`config.mk`:
```
export PLATFORM = sky130hd
export DESIGN_NAME = exrv_exc_seq
export DESIGN_NICKNAME = d
export VERILOG_FILES = /design/src/exrv_pkg.sv /design/src/exrv_exc_select.sv /design/src/exrv_exc_seq.sv /design/src/exrv_vec_addr.sv
export SDC_FILE = /design/constraint.sdc
export NUM_CORES = 1
export LEC_CHECK = 0
export BUFFER_PORTS_ARGS = -buffer_cell sky130_fd_sc_hd__buf_2
export CELL_PAD_IN_SITES_DETAIL_PLACEMENT = 1
export CELL_PAD_IN_SITES_GLOBAL_PLACEMENT = 2
export CORE_UTILIZATION = 34
export CTS_BUF_LIST = sky130_fd_sc_hd__clkbuf_4 sky130_fd_sc_hd__clkbuf_8 sky130_fd_sc_hd__clkbuf_16
export DETAILED_ROUTE_END_ITERATION = 8
export PLACE_DENSITY = 0.9
export SETUP_SLACK_MARGIN = 0.05
export SLEW_MARGIN = 20
export SYNTH_ARGS = -nofsm -noshare
export SYNTH_HDL_FRONTEND = slang
export SYNTH_SLANG_ARGS = --single-unit
```
`constraint.sdc`:
```
create_clock -name clk -period 20.3 [get_ports clk]
set_input_delay 1.015 -clock clk [delete_from_list [all_inputs] [get_ports clk]]
set_output_delay 1.015 -clock clk [all_outputs]
set_load 0.02 [all_outputs]
```
`src/exrv_pkg.sv`:
```
// Shared constants, types and helpers for the exception entry sequencer
package exrv_pkg;

    // Reset pins must stay low at least this many core clocks before release counts
    localparam logic [4:0] RESET_MIN_TCYC = 5'd20;

    // Vector numbers
    localparam logic [7:0] VEC_POR_PC = 8'h00;
    localparam logic [7:0] VEC_POR_SP = 8'h01;
    localparam logic [7:0] VEC_MR_PC = 8'h02;
    localparam logic [7:0] VEC_MR_SP = 8'h03;
    localparam logic [7:0] VEC_ILL_GEN = 8'h04;
    localparam logic [7:0] VEC_ILL_SLOT = 8'h06;
    localparam logic [7:0] VEC_AE_CPU = 8'h09;
    localparam logic [7:0] VEC_AE_XFER = 8'h0a;
    localparam logic [7:0] VEC_NMI = 8'h0b;
    localparam logic [7:0] VEC_UBRK = 8'h0c;
    localparam logic [7:0] VEC_TRAP_LO = 8'h20;
    localparam logic [7:0] VEC_IRQ_LO = 8'h40;

    // Status word layout and reset values
    localparam int MASK_LSB = 4;
    localparam int MASK_MSB = 7;
    localparam logic [3:0] MASK_RESET = 4'hf;
    localparam logic [3:0] MASK_NMI = 4'hf;
    localparam logic [3:0] LEVEL_UBRK = 4'hf;
    localparam logic [31:0] SW_RESET = 32'h000000f0;
    localparam logic [31:0] VB_RESET = 32'h00000000;
    localparam logic [31:0] PC_RESET = 32'h00000000;
    localparam logic [31:0] STACK_WORD = 32'h00000004;

    typedef struct packed {
        logic req;
        logic we;
        logic [31:0] addr;
        logic [31:0] wdata;
    } exrv_mem_t;

    typedef struct packed {
        logic valid;
        logic [7:0] vec;
        logic is_irq;
        logic [3:0] new_mask;
    } exrv_exc_t;

    // Table offset of a vector: four bytes per entry
    function automatic logic [31:0] exrv_vec_ofs(input logic [7:0] vec);
        return {22'h0, vec, 2'h0};
    endfunction : exrv_vec_ofs

endpackage : exrv_pkg

```
`src/exrv_exc_select.sv`:
```
// Priority selection of non-reset exception sources
`timescale 1ns/1ps
module exrv_exc_select
    import exrv_pkg::*;
(
    input wire logic ae_cpu, // CPU address error
    input wire logic ae_xfer, // Transfer-unit address error
    input wire logic nmi, // Non-maskable interrupt
    input wire logic ubrk, // User break request
    input wire logic irq_req, // Maskable request from interrupt controller
    input wire logic [3:0] irq_level, // Its priority level
    input wire logic [7:0] irq_vec, // Its vector, 64 to 255
    input wire logic trap_req, // Trap instruction executing
    input wire logic [4:0] trap_num, // Trap number, maps to 32..63
    input wire logic ill_gen, // General illegal instruction
    input wire logic ill_slot, // Slot illegal instruction
    input wire logic [3:0] mask, // Current interrupt mask field
    output exrv_exc_t sel // Winning exception
);
    always_comb begin
        sel = '0;
        if (ae_cpu) begin
            sel = '{1'b1, VEC_AE_CPU, 1'b0, mask}; // [RULE11]
        end else if (ae_xfer) begin
            sel = '{1'b1, VEC_AE_XFER, 1'b0, mask}; // [RULE11]
        end else if (nmi) begin
            sel = '{1'b1, VEC_NMI, 1'b1, MASK_NMI}; // [RULE12] [RULE22] [RULE23]
        end else if (ubrk && LEVEL_UBRK > mask) begin
            sel = '{1'b1, VEC_UBRK, 1'b1, LEVEL_UBRK}; // [RULE12] [RULE23]
        end else if (irq_req && irq_level > mask) begin
            sel = '{1'b1, irq_vec, 1'b1, irq_level}; // [RULE12] [RULE23]
        end else if (trap_req) begin
            sel = '{1'b1, VEC_TRAP_LO + {3'h0, trap_num}, 1'b0, mask}; // [RULE12]
        end else if (ill_slot) begin
            sel = '{1'b1, VEC_ILL_SLOT, 1'b0, mask}; // [RULE11]
        end else if (ill_gen) begin
            sel = '{1'b1, VEC_ILL_GEN, 1'b0, mask}; // [RULE11]
        end
    end

endmodule : exrv_exc_select

```
`src/exrv_exc_seq.sv`:
```
// Exception entry sequencer: resets, vector fetch, stacking and mask update
// Notes on behaviour
// [RULE1] Power-on reset: PC from 0, SP from 4
// [RULE2] Manual reset: PC from 8, SP from 0xC
// [RULE3] Reset clears vector base, mask to ones
// [RULE4] Fetched PC and SP loaded, execution starts
// [RULE5] Other exceptions stack status word and PC
// [RULE6] Interrupt entry writes accepted level to mask
// [RULE7] Error and instruction entries keep mask
// [RULE8] Then fetch handler address and jump
// [RULE9] Reset table address is vector times four
// [RULE10] Other table addresses add vector base
// [RULE11] Vectors 4,6,9,10 used; 5,7,8 reserved
// [RULE12] NMI 11, break 12, traps 32-63, requests 64+
// [RULE13] Resets beat every other exception
// [RULE14] Power-on reset also resets peripherals
// [RULE15] Manual reset spares peripheral registers
// [RULE16] Outside holds reset low twenty clocks
// [RULE17] Sequence starts on release after minimum low
// [RULE18] Manual reset lets running bus cycle finish
// [RULE19] Outside holds manual reset past longest cycle
// [RULE20] Bus controller keeps running in manual reset
// [RULE21] Status word pushed first, then return PC
// [RULE22] NMI sets mask to 0xF, not 16
// [RULE23] Maskable accepted only above mask; NMI always
// [RULE24] Every table fetch is one aligned longword
`timescale 1ns/1ps
module exrv_exc_seq
    import exrv_pkg::*;
(
    input wire logic clk, // Core clock, 40 MHz
    input wire logic nrst, // Asynchronous system reset, active low
    input wire logic power_on_reset_n, // Power-on reset pin, active low
    input wire logic manual_reset_n, // Manual reset pin, active low
    input wire logic insn_boundary, // Previous instruction finished
    input wire logic [31:0] next_insn_pc, // Address of next instruction to run
    input wire logic ae_cpu, // CPU address error
    input wire logic ae_xfer, // Transfer-unit address error
    input wire logic nmi, // Non-maskable interrupt
    input wire logic ubrk, // User break request
    input wire logic irq_req, // Maskable interrupt request
    input wire logic [3:0] irq_level, // Its priority level
    input wire logic [7:0] irq_vec, // Its vector number
    input wire logic trap_req, // Trap instruction
    input wire logic [4:0] trap_num, // Trap number
    input wire logic ill_gen, // General illegal instruction
    input wire logic ill_slot, // Slot illegal instruction
    input wire logic sw_wr, // Core writes status word
    input wire logic [31:0] sw_wdata, // New status word
    input wire logic sp_wr, // Core writes stack register
    input wire logic [31:0] sp_wdata, // New stack register value
    input wire logic vb_wr, // Core writes vector base
    input wire logic [31:0] vb_wdata, // New vector base
    input wire logic mem_ack, // Memory completes current access
    input wire logic [31:0] mem_rdata, // Read data, valid with mem_ack
    output exrv_mem_t mem, // Memory request, held until mem_ack or power-on reset
    output logic [31:0] pc, // Start address for the core
    output logic pc_load, // Pulse: core begins at pc
    output logic [31:0] stack_gpr, // Stack pointer register
    output logic [31:0] status_word, // Status word
    output logic [31:0] vector_base, // Vector base register
    output logic core_run, // Core may execute instructions
    output logic exc_ack, // Pulse: exception accepted
    output logic periph_reset_n // Peripherals and bus controller reset
);
    typedef enum logic [2:0] {
        ST_HOLD, ST_FETCH_PC, ST_FETCH_SP, ST_RUN, ST_PUSH_SR, ST_PUSH_PC, ST_FETCH_VEC
    } exrv_state_t;

    logic rst_meta;
    logic rst_n;
    exrv_state_t state;
    logic kind_mr;
    logic [4:0] low_cnt;
    exrv_exc_t sel;
    exrv_exc_t exc;
    logic [31:0] ret_pc;
    logic [31:0] vaddr;
    logic [7:0] cur_vec;
    logic ack_now;
    logic bus_free;
    logic mr_hit;
    logic take_exc;
    logic is_reset_fetch;

    function automatic logic [4:0] sat_inc(input logic [4:0] c);
        return (c >= RESET_MIN_TCYC) ? c : c + 5'd1;
    endfunction : sat_inc

    always_ff @(posedge clk or negedge nrst) begin
        if (!nrst) begin
            rst_meta <= 1'b0;
            rst_n <= 1'b0;
        end else begin
            rst_meta <= 1'b1;
            rst_n <= rst_meta;
        end
    end

    exrv_exc_select u_select (
        .ae_cpu(ae_cpu),
        .ae_xfer(ae_xfer),
        .nmi(nmi),
        .ubrk(ubrk),
        .irq_req(irq_req),
        .irq_level(irq_level),
        .irq_vec(irq_vec),
        .trap_req(trap_req),
        .trap_num(trap_num),
        .ill_gen(ill_gen),
        .ill_slot(ill_slot),
        .mask(status_word[MASK_MSB:MASK_LSB]),
        .sel(sel)
    );

    always_comb begin
        is_reset_fetch = (state == ST_FETCH_PC) || (state == ST_FETCH_SP);
        if (state == ST_FETCH_PC) begin
            cur_vec = kind_mr ? VEC_MR_PC : VEC_POR_PC; // [RULE1] [RULE2]
        end else if (state == ST_FETCH_SP) begin
            cur_vec = kind_mr ? VEC_MR_SP : VEC_POR_SP; // [RULE1] [RULE2]
        end else begin
            cur_vec = exc.vec;
        end
    end

    exrv_vec_addr u_vec_addr (
        .is_reset(is_reset_fetch),
        .vector_base(vector_base),
        .vec(cur_vec),
        .addr(vaddr)
    );

    assign ack_now = mem.req && mem_ack;
    // A manual reset waits for any access in flight to complete
    assign bus_free = !mem.req || mem_ack; // [RULE18]
    assign mr_hit = !manual_reset_n && bus_free;
    // Resets are checked first, so an exception never starts beside one
    assign take_exc = (state == ST_RUN) && insn_boundary && sel.valid && power_on_reset_n && !mr_hit; // [RULE13]

    // Sequencer state and reset qualification
    always_ff @(posedge clk or negedge rst_n) begin
        if (!rst_n) begin
            state <= ST_HOLD;
            kind_mr <= 1'b0;
            low_cnt <= 5'h00;
            core_run <= 1'b0;
        end else if (!power_on_reset_n) begin
            state <= ST_HOLD; // [RULE13] [RULE14]
            kind_mr <= 1'b0;
            low_cnt <= sat_inc(kind_mr ? 5'h00 : low_cnt); // [RULE16]
            core_run <= 1'b0;
        end else if (mr_hit) begin
            state <= ST_HOLD; // [RULE15]
            core_run <= 1'b0;
            kind_mr <= 1'b1;
            low_cnt <= sat_inc((state == ST_HOLD && kind_mr) ? low_cnt : 5'h00);
        end else begin
            unique case (state)
                ST_HOLD: begin
                    // Pin released: a pulse shorter than the minimum is discarded
                    if (low_cnt >= RESET_MIN_TCYC) begin
                        state <= ST_FETCH_PC; // [RULE17]
                    end
                    low_cnt <= 5'h00;
                end
                ST_FETCH_PC: begin
                    if (ack_now) begin
                        state <= ST_FETCH_SP;
                    end
                end
                ST_FETCH_SP: begin
                    if (ack_now) begin
                        state <= ST_RUN; // [RULE4]
                        core_run <= 1'b1;
                    end
                end
                ST_RUN: begin
                    if (take_exc) begin
                        state <= ST_PUSH_SR; // [RULE5]
                        core_run <= 1'b0;
                    end
                end
                ST_PUSH_SR: begin
                    if (ack_now) begin
                        state <= ST_PUSH_PC; // [RULE21]
                    end
                end
                ST_PUSH_PC: begin
                    if (ack_now) begin
                        state <= ST_FETCH_VEC;
                    end
                end
                ST_FETCH_VEC: begin
                    if (ack_now) begin
                        state <= ST_RUN; // [RULE8]
                        core_run <= 1'b1;
                    end
                end
            endcase
        end
    end

    // Accepted exception and its return address
    always_ff @(posedge clk or negedge rst_n) begin
        if (!rst_n) begin
            exc <= '0;
            ret_pc <= PC_RESET;
            exc_ack <= 1'b0;
        end else begin
            exc_ack <= take_exc;
            if (take_exc) begin
                exc <= sel;
                ret_pc <= next_insn_pc; // [RULE21]
            end
        end
    end

    // Memory port: one longword per access, never dropped before mem_ack except by power-on reset
    always_ff @(posedge clk or negedge rst_n) begin
        if (!rst_n) begin
            mem <= '0;
        end else if (!power_on_reset_n) begin
            mem <= '0;
        end else if (mem.req) begin
            if (mem_ack) begin
                mem.req <= 1'b0; // [RULE18]
            end
        end else if (manual_reset_n) begin
            unique case (state)
                ST_FETCH_PC, ST_FETCH_SP, ST_FETCH_VEC: begin
                    mem <= '{1'b1, 1'b0, vaddr, 32'h00000000}; // [RULE24] [RULE1] [RULE2] [RULE8]
                end
                ST_PUSH_SR: begin
                    mem <= '{1'b1, 1'b1, stack_gpr - STACK_WORD, status_word}; // [RULE5] [RULE21]
                end
                ST_PUSH_PC: begin
                    mem <= '{1'b1, 1'b1, stack_gpr - STACK_WORD, ret_pc}; // [RULE5] [RULE21]
                end
                ST_HOLD, ST_RUN: begin
                    mem <= mem;
                end
            endcase
        end
    end

    // Architectural registers owned by the sequencer
    always_ff @(posedge clk or negedge rst_n) begin
        if (!rst_n) begin
            pc <= PC_RESET;
            pc_load <= 1'b0;
            stack_gpr <= 32'h00000000;
            status_word <= SW_RESET;
            vector_base <= VB_RESET;
        end else begin
            pc_load <= 1'b0;
            unique case (state)
                ST_HOLD: begin
                    vector_base <= VB_RESET; // [RULE3]
                    status_word[MASK_MSB:MASK_LSB] <= MASK_RESET; // [RULE3]
                end
                ST_FETCH_PC: begin
                    if (ack_now) begin
                        pc <= mem_rdata; // [RULE4]
                    end
                end
                ST_FETCH_SP: begin
                    if (ack_now) begin
                        stack_gpr <= mem_rdata; // [RULE4]
                        pc_load <= 1'b1;
                    end
                end
                ST_RUN: begin
                    if (sw_wr) begin
                        status_word <= sw_wdata;
                    end
                    if (sp_wr) begin
                        stack_gpr <= sp_wdata;
                    end
                    if (vb_wr) begin
                        vector_base <= vb_wdata;
                    end
                end
                ST_PUSH_SR: begin
                    if (ack_now) begin
                        stack_gpr <= stack_gpr - STACK_WORD; // [RULE5]
                    end
                end
                ST_PUSH_PC: begin
                    if (ack_now) begin
                        stack_gpr <= stack_gpr - STACK_WORD;
                        // Old mask is already on the stack, so the update is safe now
                        if (exc.is_irq) begin // [RULE7]
                            status_word[MASK_MSB:MASK_LSB] <= exc.new_mask; // [RULE6] [RULE22]
                        end
                    end
                end
                ST_FETCH_VEC: begin
                    if (ack_now) begin
                        pc <= mem_rdata; // [RULE8]
                        pc_load <= 1'b1;
                    end
                end
            endcase
        end
    end

    // Peripherals and bus controller follow only the power-on pin
    always_ff @(posedge clk or negedge rst_n) begin
        if (!rst_n) begin
            periph_reset_n <= 1'b0;
        end else begin
            periph_reset_n <= power_on_reset_n; // [RULE14] [RULE15] [RULE20]
        end
    end
endmodule : exrv_exc_seq

```
`src/exrv_vec_addr.sv`:
```
// Vector table address computation
`timescale 1ns/1ps
module exrv_vec_addr
    import exrv_pkg::*;
(
    input wire logic is_reset, // Reset vectors ignore the base
    input wire logic [31:0] vector_base, // Relocatable table base
    input wire logic [7:0] vec, // Vector number
    output logic [31:0] addr // Longword-aligned table address
);
    logic [31:0] sum;

    always_comb begin
        sum = is_reset ? exrv_vec_ofs(vec) : vector_base + exrv_vec_ofs(vec); // [RULE9] [RULE10]
        addr = {sum[31:2], 2'h0}; // [RULE24]
    end

endmodule : exrv_vec_addr

```
# Yosys cells after proc, flatten, opt, wreduce, memory -nomap -nowiden
# Cells that the tools add are included.
[word_totals]
regBits = 254
out_inout_bits = 198
elab_cells = 142
[classes]
add_sub_neg = 5
n_lt_le_gt_ge = 5
eq_ne = 25
n_mux = 54
reduce_logical = 31
[ops]
columns = ["cell", "count"]
rows = [
  ["$pmux W66 S4", 1],
  ["$mux W32", 5],
  ["$mux W66", 2],
  ["$mux W14", 8],
  ["$pmux W32 S3", 1],
  ["$mux W65", 1],
  ["$pmux W32 S2", 1],
  ["$mux W5", 7],
  ["$add A32 B10 Y32", 1],
  ["$sub A32 B3 Y32 const B", 1],
  ["$mux W3", 8],
  ["$mux W8", 3],
  ["$pmux W3 S6", 1],
  ["$ne A2 B2 Y1 const B", 8],
  ["$ne A4 B4 Y1 const B", 4],
  ["$ge A5 B5 Y1 const B", 3],
  ["$pmux W4 S3", 1],
  ["$add A5 B1 Y5 const B", 2],
  ["$mux W1", 10],
  ["$eq A3 B3 Y1 const B", 3],
  ["$logic_and A1 B1 Y1", 9],
  ["$mux W4", 2],
  ["$ne A4 B2 Y1 const B", 2],
  ["$reduce_and A4 Y1", 2],
  ["20 further kinds", 34],
]

# Logic depth before layout (Yosys ltp)
[logic_depth]
depth_word = 15
mapped_depth = 15
depth_no_buf = 14

# Modules after synthesis
# Synthesis repeated with hierarchy kept, for this count alone.
[unflattened]
hier_cells = 1284
hier_area_um2 = 13232.7
[by_module_without_submodules]
columns = ["module", "instances", "cells_each", "area_each_um2"]
rows = [
  ["exrv_exc_seq", 1, 1071, 11805.1],
  ["exrv_vec_addr", 1, 156, 1023.5],
  ["exrv_exc_select", 1, 57, 404.1],
]

# Least setup slack after synthesis
# No wires, ideal clock.
[synth_path]
path_type = "register to register"
startpoint = "register state[1]"
endpoint = "register mem[49] (netlist bit)"
setup_ns = 0.139
arrival_ns = 3.373
required_time_ns = 20.161
setup_slack_ns = 16.788
stages_incl_launch_ff = 14
path_cell_list = "dfrtp_1 clkbuf_1 xor2_1 and2_0 clkbuf_1 mux2_2 ha_1 a211oi_1 nor3_1 o31ai_2 nor2_1 and3_1 xnor2_1 o221ai_1"
[synth_via]
elab_chain_len = 9
elab_cells_between_ends = 20
cone_classes = "add/sub: 1; eq/ne: 7; mux: 7; reduce/logical: 5"
[synth_lines]
columns = ["element", "line", "source"]
rows = [
  ["start: declaration", "exrv_exc_seq.sv:72", "exrv_state_t state;"],
  ["start signal: assignment", "exrv_exc_seq.sv:144", "state <= ST_HOLD;"],
  ["start signal: assignment", "exrv_exc_seq.sv:149", "state <= ST_HOLD;"],
  ["start signal: assignment", "exrv_exc_seq.sv:154", "state <= ST_HOLD;"],
  ["$eq A3 B2 Y1", "exrv_exc_seq.sv:117, exrv_exc_seq.sv:120, exrv_exc_seq.sv:230", ""],
  ["$mux W8", "exrv_exc_seq.sv:120", "end else if (state == ST_FETCH_SP) begin"],
  ["$mux W8", "exrv_exc_seq.sv:118", "if (state == ST_FETCH_PC) begin"],
  ["$add A32 B10 Y32", "exrv_vec_addr.sv:14", "sum = is_reset ? exrv_vec_ofs(vec) : vector_base + exrv_vec_ofs(vec);"],
  ["$mux W32", "exrv_vec_addr.sv:14", ""],
  ["$pmux W66 S4", "exrv_exc_seq.sv:230", "unique case (state)"],
  ["$mux W66", "exrv_exc_seq.sv:229", "end else if (manual_reset_n) begin"],
  ["$mux W65", "exrv_exc_seq.sv:225", "end else if (mem.req) begin"],
  ["$mux W66", "exrv_exc_seq.sv:223", "end else if (!power_on_reset_n) begin"],
  ["end signal: assignment", "exrv_exc_seq.sv:232", "mem <= '{1'b1, 1'b0, vaddr, 32'h00000000};"],
  ["end signal: assignment", "exrv_exc_seq.sv:235", "mem <= '{1'b1, 1'b1, stack_gpr - STACK_WORD, status_word};"],
  ["end signal: assignment", "exrv_exc_seq.sv:238", "mem <= '{1'b1, 1'b1, stack_gpr - STACK_WORD, ret_pc};"],
  ["end: declaration", "exrv_exc_seq.sv:56", "output exrv_mem_t mem,"],
]
# Parallel ways exist; a longest one is shown, timed or not. The select of a mux whose other input is x is not followed.
# A chain may end at the register's enable or synchronous reset.

# Worst setup path after layout
[layout_path]
startpoint = "register state[0]"
endpoint = "register mem[48] (netlist bit)"
# The elaborated chain is that of the path after synthesis.

==> impl_metrics.tcl <==
set metrics [dict create \
    crit_path_end_kind "flip-flop" \
    synth_cell_types 74 \
    final_layout_size_suffix_gt1_share_pct 33.18 \
    cpPeakStageDelay_ns 0.72 \
    cts_resized 0 \
    hpwlAfterDp_mm 34.52 \
    layout.nets 1888 \
    cts_tree "done" \
    finish.utilization_pct 43.57 \
    syn-num-nets 1534 \
    grt_max_degree 143 \
    min_path_type "in2async" \
    gr-total-overflow 0 \
    fin_setup_tns_ns 0 \
    synth_xor_area_share_pct 3.642 \
    post_synth_fa_ha_maj_area_fraction_pct 1.888 \
    drtIter0Drc 482 \
    synth-compound-area-share_pct 17.04 \
    gp_congestion 0.8992 \
    yosys.area_share.simple_pct 15.96 \
    fmax_mhz 197.9 \
    synth_area_leaders "dfrtp_1, nand2_1, mux2_2" \
    hold_viol 0 \
    vdd_drop_max_mv 0.07569 \
    yosysWarnings 0 \
    start_util_pct 34.48 \
    critPathKind "reg2reg" \
    tightest_slew_ns 1.062 \
    cap_violations 0 \
    row_count 71 \
    critical_path.top_delay_family "compound AO/OA/AOI/OAI gates" \
    cts_sinks 254 \
    synth_top_family_by_area "compound AO/OA/AOI/OAI gates" \
    pin_count 392 \
    setup_viol 0 \
    cp_slowest_cell "and2_0" \
    arrival_ns 5.56 \
    stdcell_count 2213 \
    first_global_vias 12300 \
    yosys.area.top_type "dfrtp_1" \
    worst_hold_slack_ns 0.2216 \
    clkTransAtPathRegs_ns 0.06 \
    syn_avg_cell_area_sq_um 9.832 \
    fin_crit_sh_pct 24.89 \
    crit_required_ns 20.81 \
    portBuffers 391 \
    synth_cells 1321 \
    synth_top_cell_area_share_pct 48.17 \
    powerDensity_nw_per_um2 130.3 \
    finalMaxSlewViolations 0 \
    postCtsSetupRepairBufs 0 \
    ys_seq_area_share_pct 48.98 \
    ys_ff_latch 254 \
    area_growth_pct 26.36 \
    fin_skew_ns 0.01973 \
    grt_pass1_wl_mm 71.49 \
    placed_cells 2153 \
    crit_buf_inv 2 \
    ctsHoldBuffers 0 \
    synth-main-ff-cell "dfrtp_1" \
    drc 0 \
    synthMuxAreaShare_pct 9.249 \
    dieArea_sq_um 38980 \
    wire_per_inst_um 21.00 \
    crit_path_start_kind "flip-flop" \
    ant_nets 0 \
    clock_latency_ns 0.58 \
    rsz0062_at_grt "no" \
    grt_usage_pct 23.54 \
    fp.dieW_um 197.4 \
    synth-async-reset-ratio_pct 100.0 \
    drt_wl_total_mm 46.47 \
    path_max_fanout 59 \
    fp.dieH_um 197.4 \
    synth.most_common_cell "dfrtp_1" \
    power_leakage_nw 8.261 \
    crit_chain "buf_4, xor2_1, and2_0, mux2_2, inv_1, fa_1, nor2b_1, o21ai_1, a211oi_2, o21ai_0, or3_1, a31oi_1, a21o_1" \
    antenna_found_initial 7 \
    status "complete, no violations" \
    first_pass_iters 4 \
    relSlewSlack_pct 28.69 \
    synth-edff-count 0 \
    fin_crit_ns 5.052 \
    vias_per_cell 5.305 \
    netlist_area_sq_um 12990 \
    clk_path_buf_depth 3 \
    numCtsBuffers 31 \
    ys_top_cells_by_count "dfrtp_1, nand2_1, a21oi_1, o21ai_0, nor2_1" \
    vias 11739 \
    clockRootBuffer "clkbuf_16" \
    fp.coreArea_sq_um 37670 \
    h-tree-depth 1 \
]
==> power breakdown <==
| group | internal [mW] | switching [mW] |
|---|---|---|
| Sequential | 0.650 | 0.152 |
| Clock | 0.323 | 0.219 |
| Combinational | 0.294 | 0.501 |
==> per-layer routing <==
metal	vias up	global-route usage, %	wire length, um
met5	-	0	49
met4	10	5.541	1000
met3	59	6.351	3553
met2	377	41.30	23140
met1	5857	28.51	18730
li1	5436	-	-
==> registers in the layout (all words and copies together) (netlist names), 3 cells and up <==
register	cells
state	3
low_cnt	5
mem	66
ret_pc	32
vector_base	32
exc	13
stack_gpr	32
status_word	32
pc	32
==> path summary, 6_finish.rpt <==
path	cells past startpoint	startpoint	slack, ns	endpoint
setup / recovery	13	state[0]$_DFFE_PN0P_	15.25	mem[48]$_DFFE_PN0P_
hold / removal	1	nrst	0.22	rst_n$_DFF_PN0_
setup reg to reg	13	state[0]$_DFFE_PN0P_	15.25	mem[48]$_DFFE_PN0P_
hold reg to reg	0	rst_n$_DFF_PN0_	0.33	exc_ack$_DFF_PN0_
max in group asynchronous	1	rst_n$_DFF_PN0_	18.60	vector_base[18]$_DFFE_PN0P_
min in group clk	0	rst_meta$_DFF_PN0_	0.35	rst_n$_DFF_PN0_
==> through the flow <==
step           area (sq um)  worst slack [ns]  power (mW)
6_report              16410             15.25       2.139
5_1_grt               16400             15.00       2.265
4_1_cts               16390             15.32       2.164
3_5_place_dp          15390             15.32       1.610
3_3_place_gp          15390             15.47       1.577
2_1_floorplan         12990             12.70       1.303
==> cells in the final DEF, fill, tap and decap left out, types with 4 or more instances in the layout <==
cell type,instances
a211oi_1,5
a21o_1,15
a21oi_1,94
a221o_1,4
a221oi_1,13
a22o_1,45
a31oi_1,9
and2_1,5
and3_1,32
buf_2,391
buf_4,13
clkbuf_16,31
clkbuf_4,10
clkbuf_8,5
clkinv_2,5
dfrtp_1,248
dfstp_2,4
diode_2,5
ha_1,18
inv_1,22
mux2_2,64
mux2i_1,48
nand2_1,215
nand2b_1,5
nand3_1,16
nand4_1,6
nor2_1,74
nor2b_1,14
nor3_1,29
nor4_1,7
o211ai_1,8
o21ai_0,80
o221ai_1,25
o31ai_1,6
or3_1,5
xnor2_1,30
xor2_1,24
==> worst register-to-register path, stage by stage, from the launching register on <==
cell and delay (ns):
dfrtp_2 0.34, buf_4 0.64, xor2_1 0.41, and2_0 0.72, mux2_2 0.32, inv_1 0.06, fa_1 0.43, nor2b_1 0.13
o21ai_1 0.13, a211oi_2 0.71, o21ai_0 0.32, or3_1 0.44, a31oi_1 0.23, a21o_1 0.11
==> logic make-up (layout without fill, tap and decap cells) <==
logic type,Yosys count,in the layout
DFF,254,254
AOI/OAI and AO/OA,334,334
and+or+nand+nor,439,439
buffers and inverters,108,484
other,1,6
muxes,112,112
adders and majority gates,19,19
xor gates and xnor gates,54,54
==> layout make-up <==
class / instances / area [sq um]
Tap cell: 511 / 639.4
Timing Repair Buffer: 405 / 2074
Sequential cell: 254 / 6366
Multi-Input combinational cell: 959 / 6231
Clock inverter: 9 / 77.57
Fill cell: 4437 / 21260
Clock buffer: 46 / 919.6
Inverter: 24 / 90.09
Antenna cell: 5 / 12.51
No activity file was read; power rests on OpenSTA's default activity.
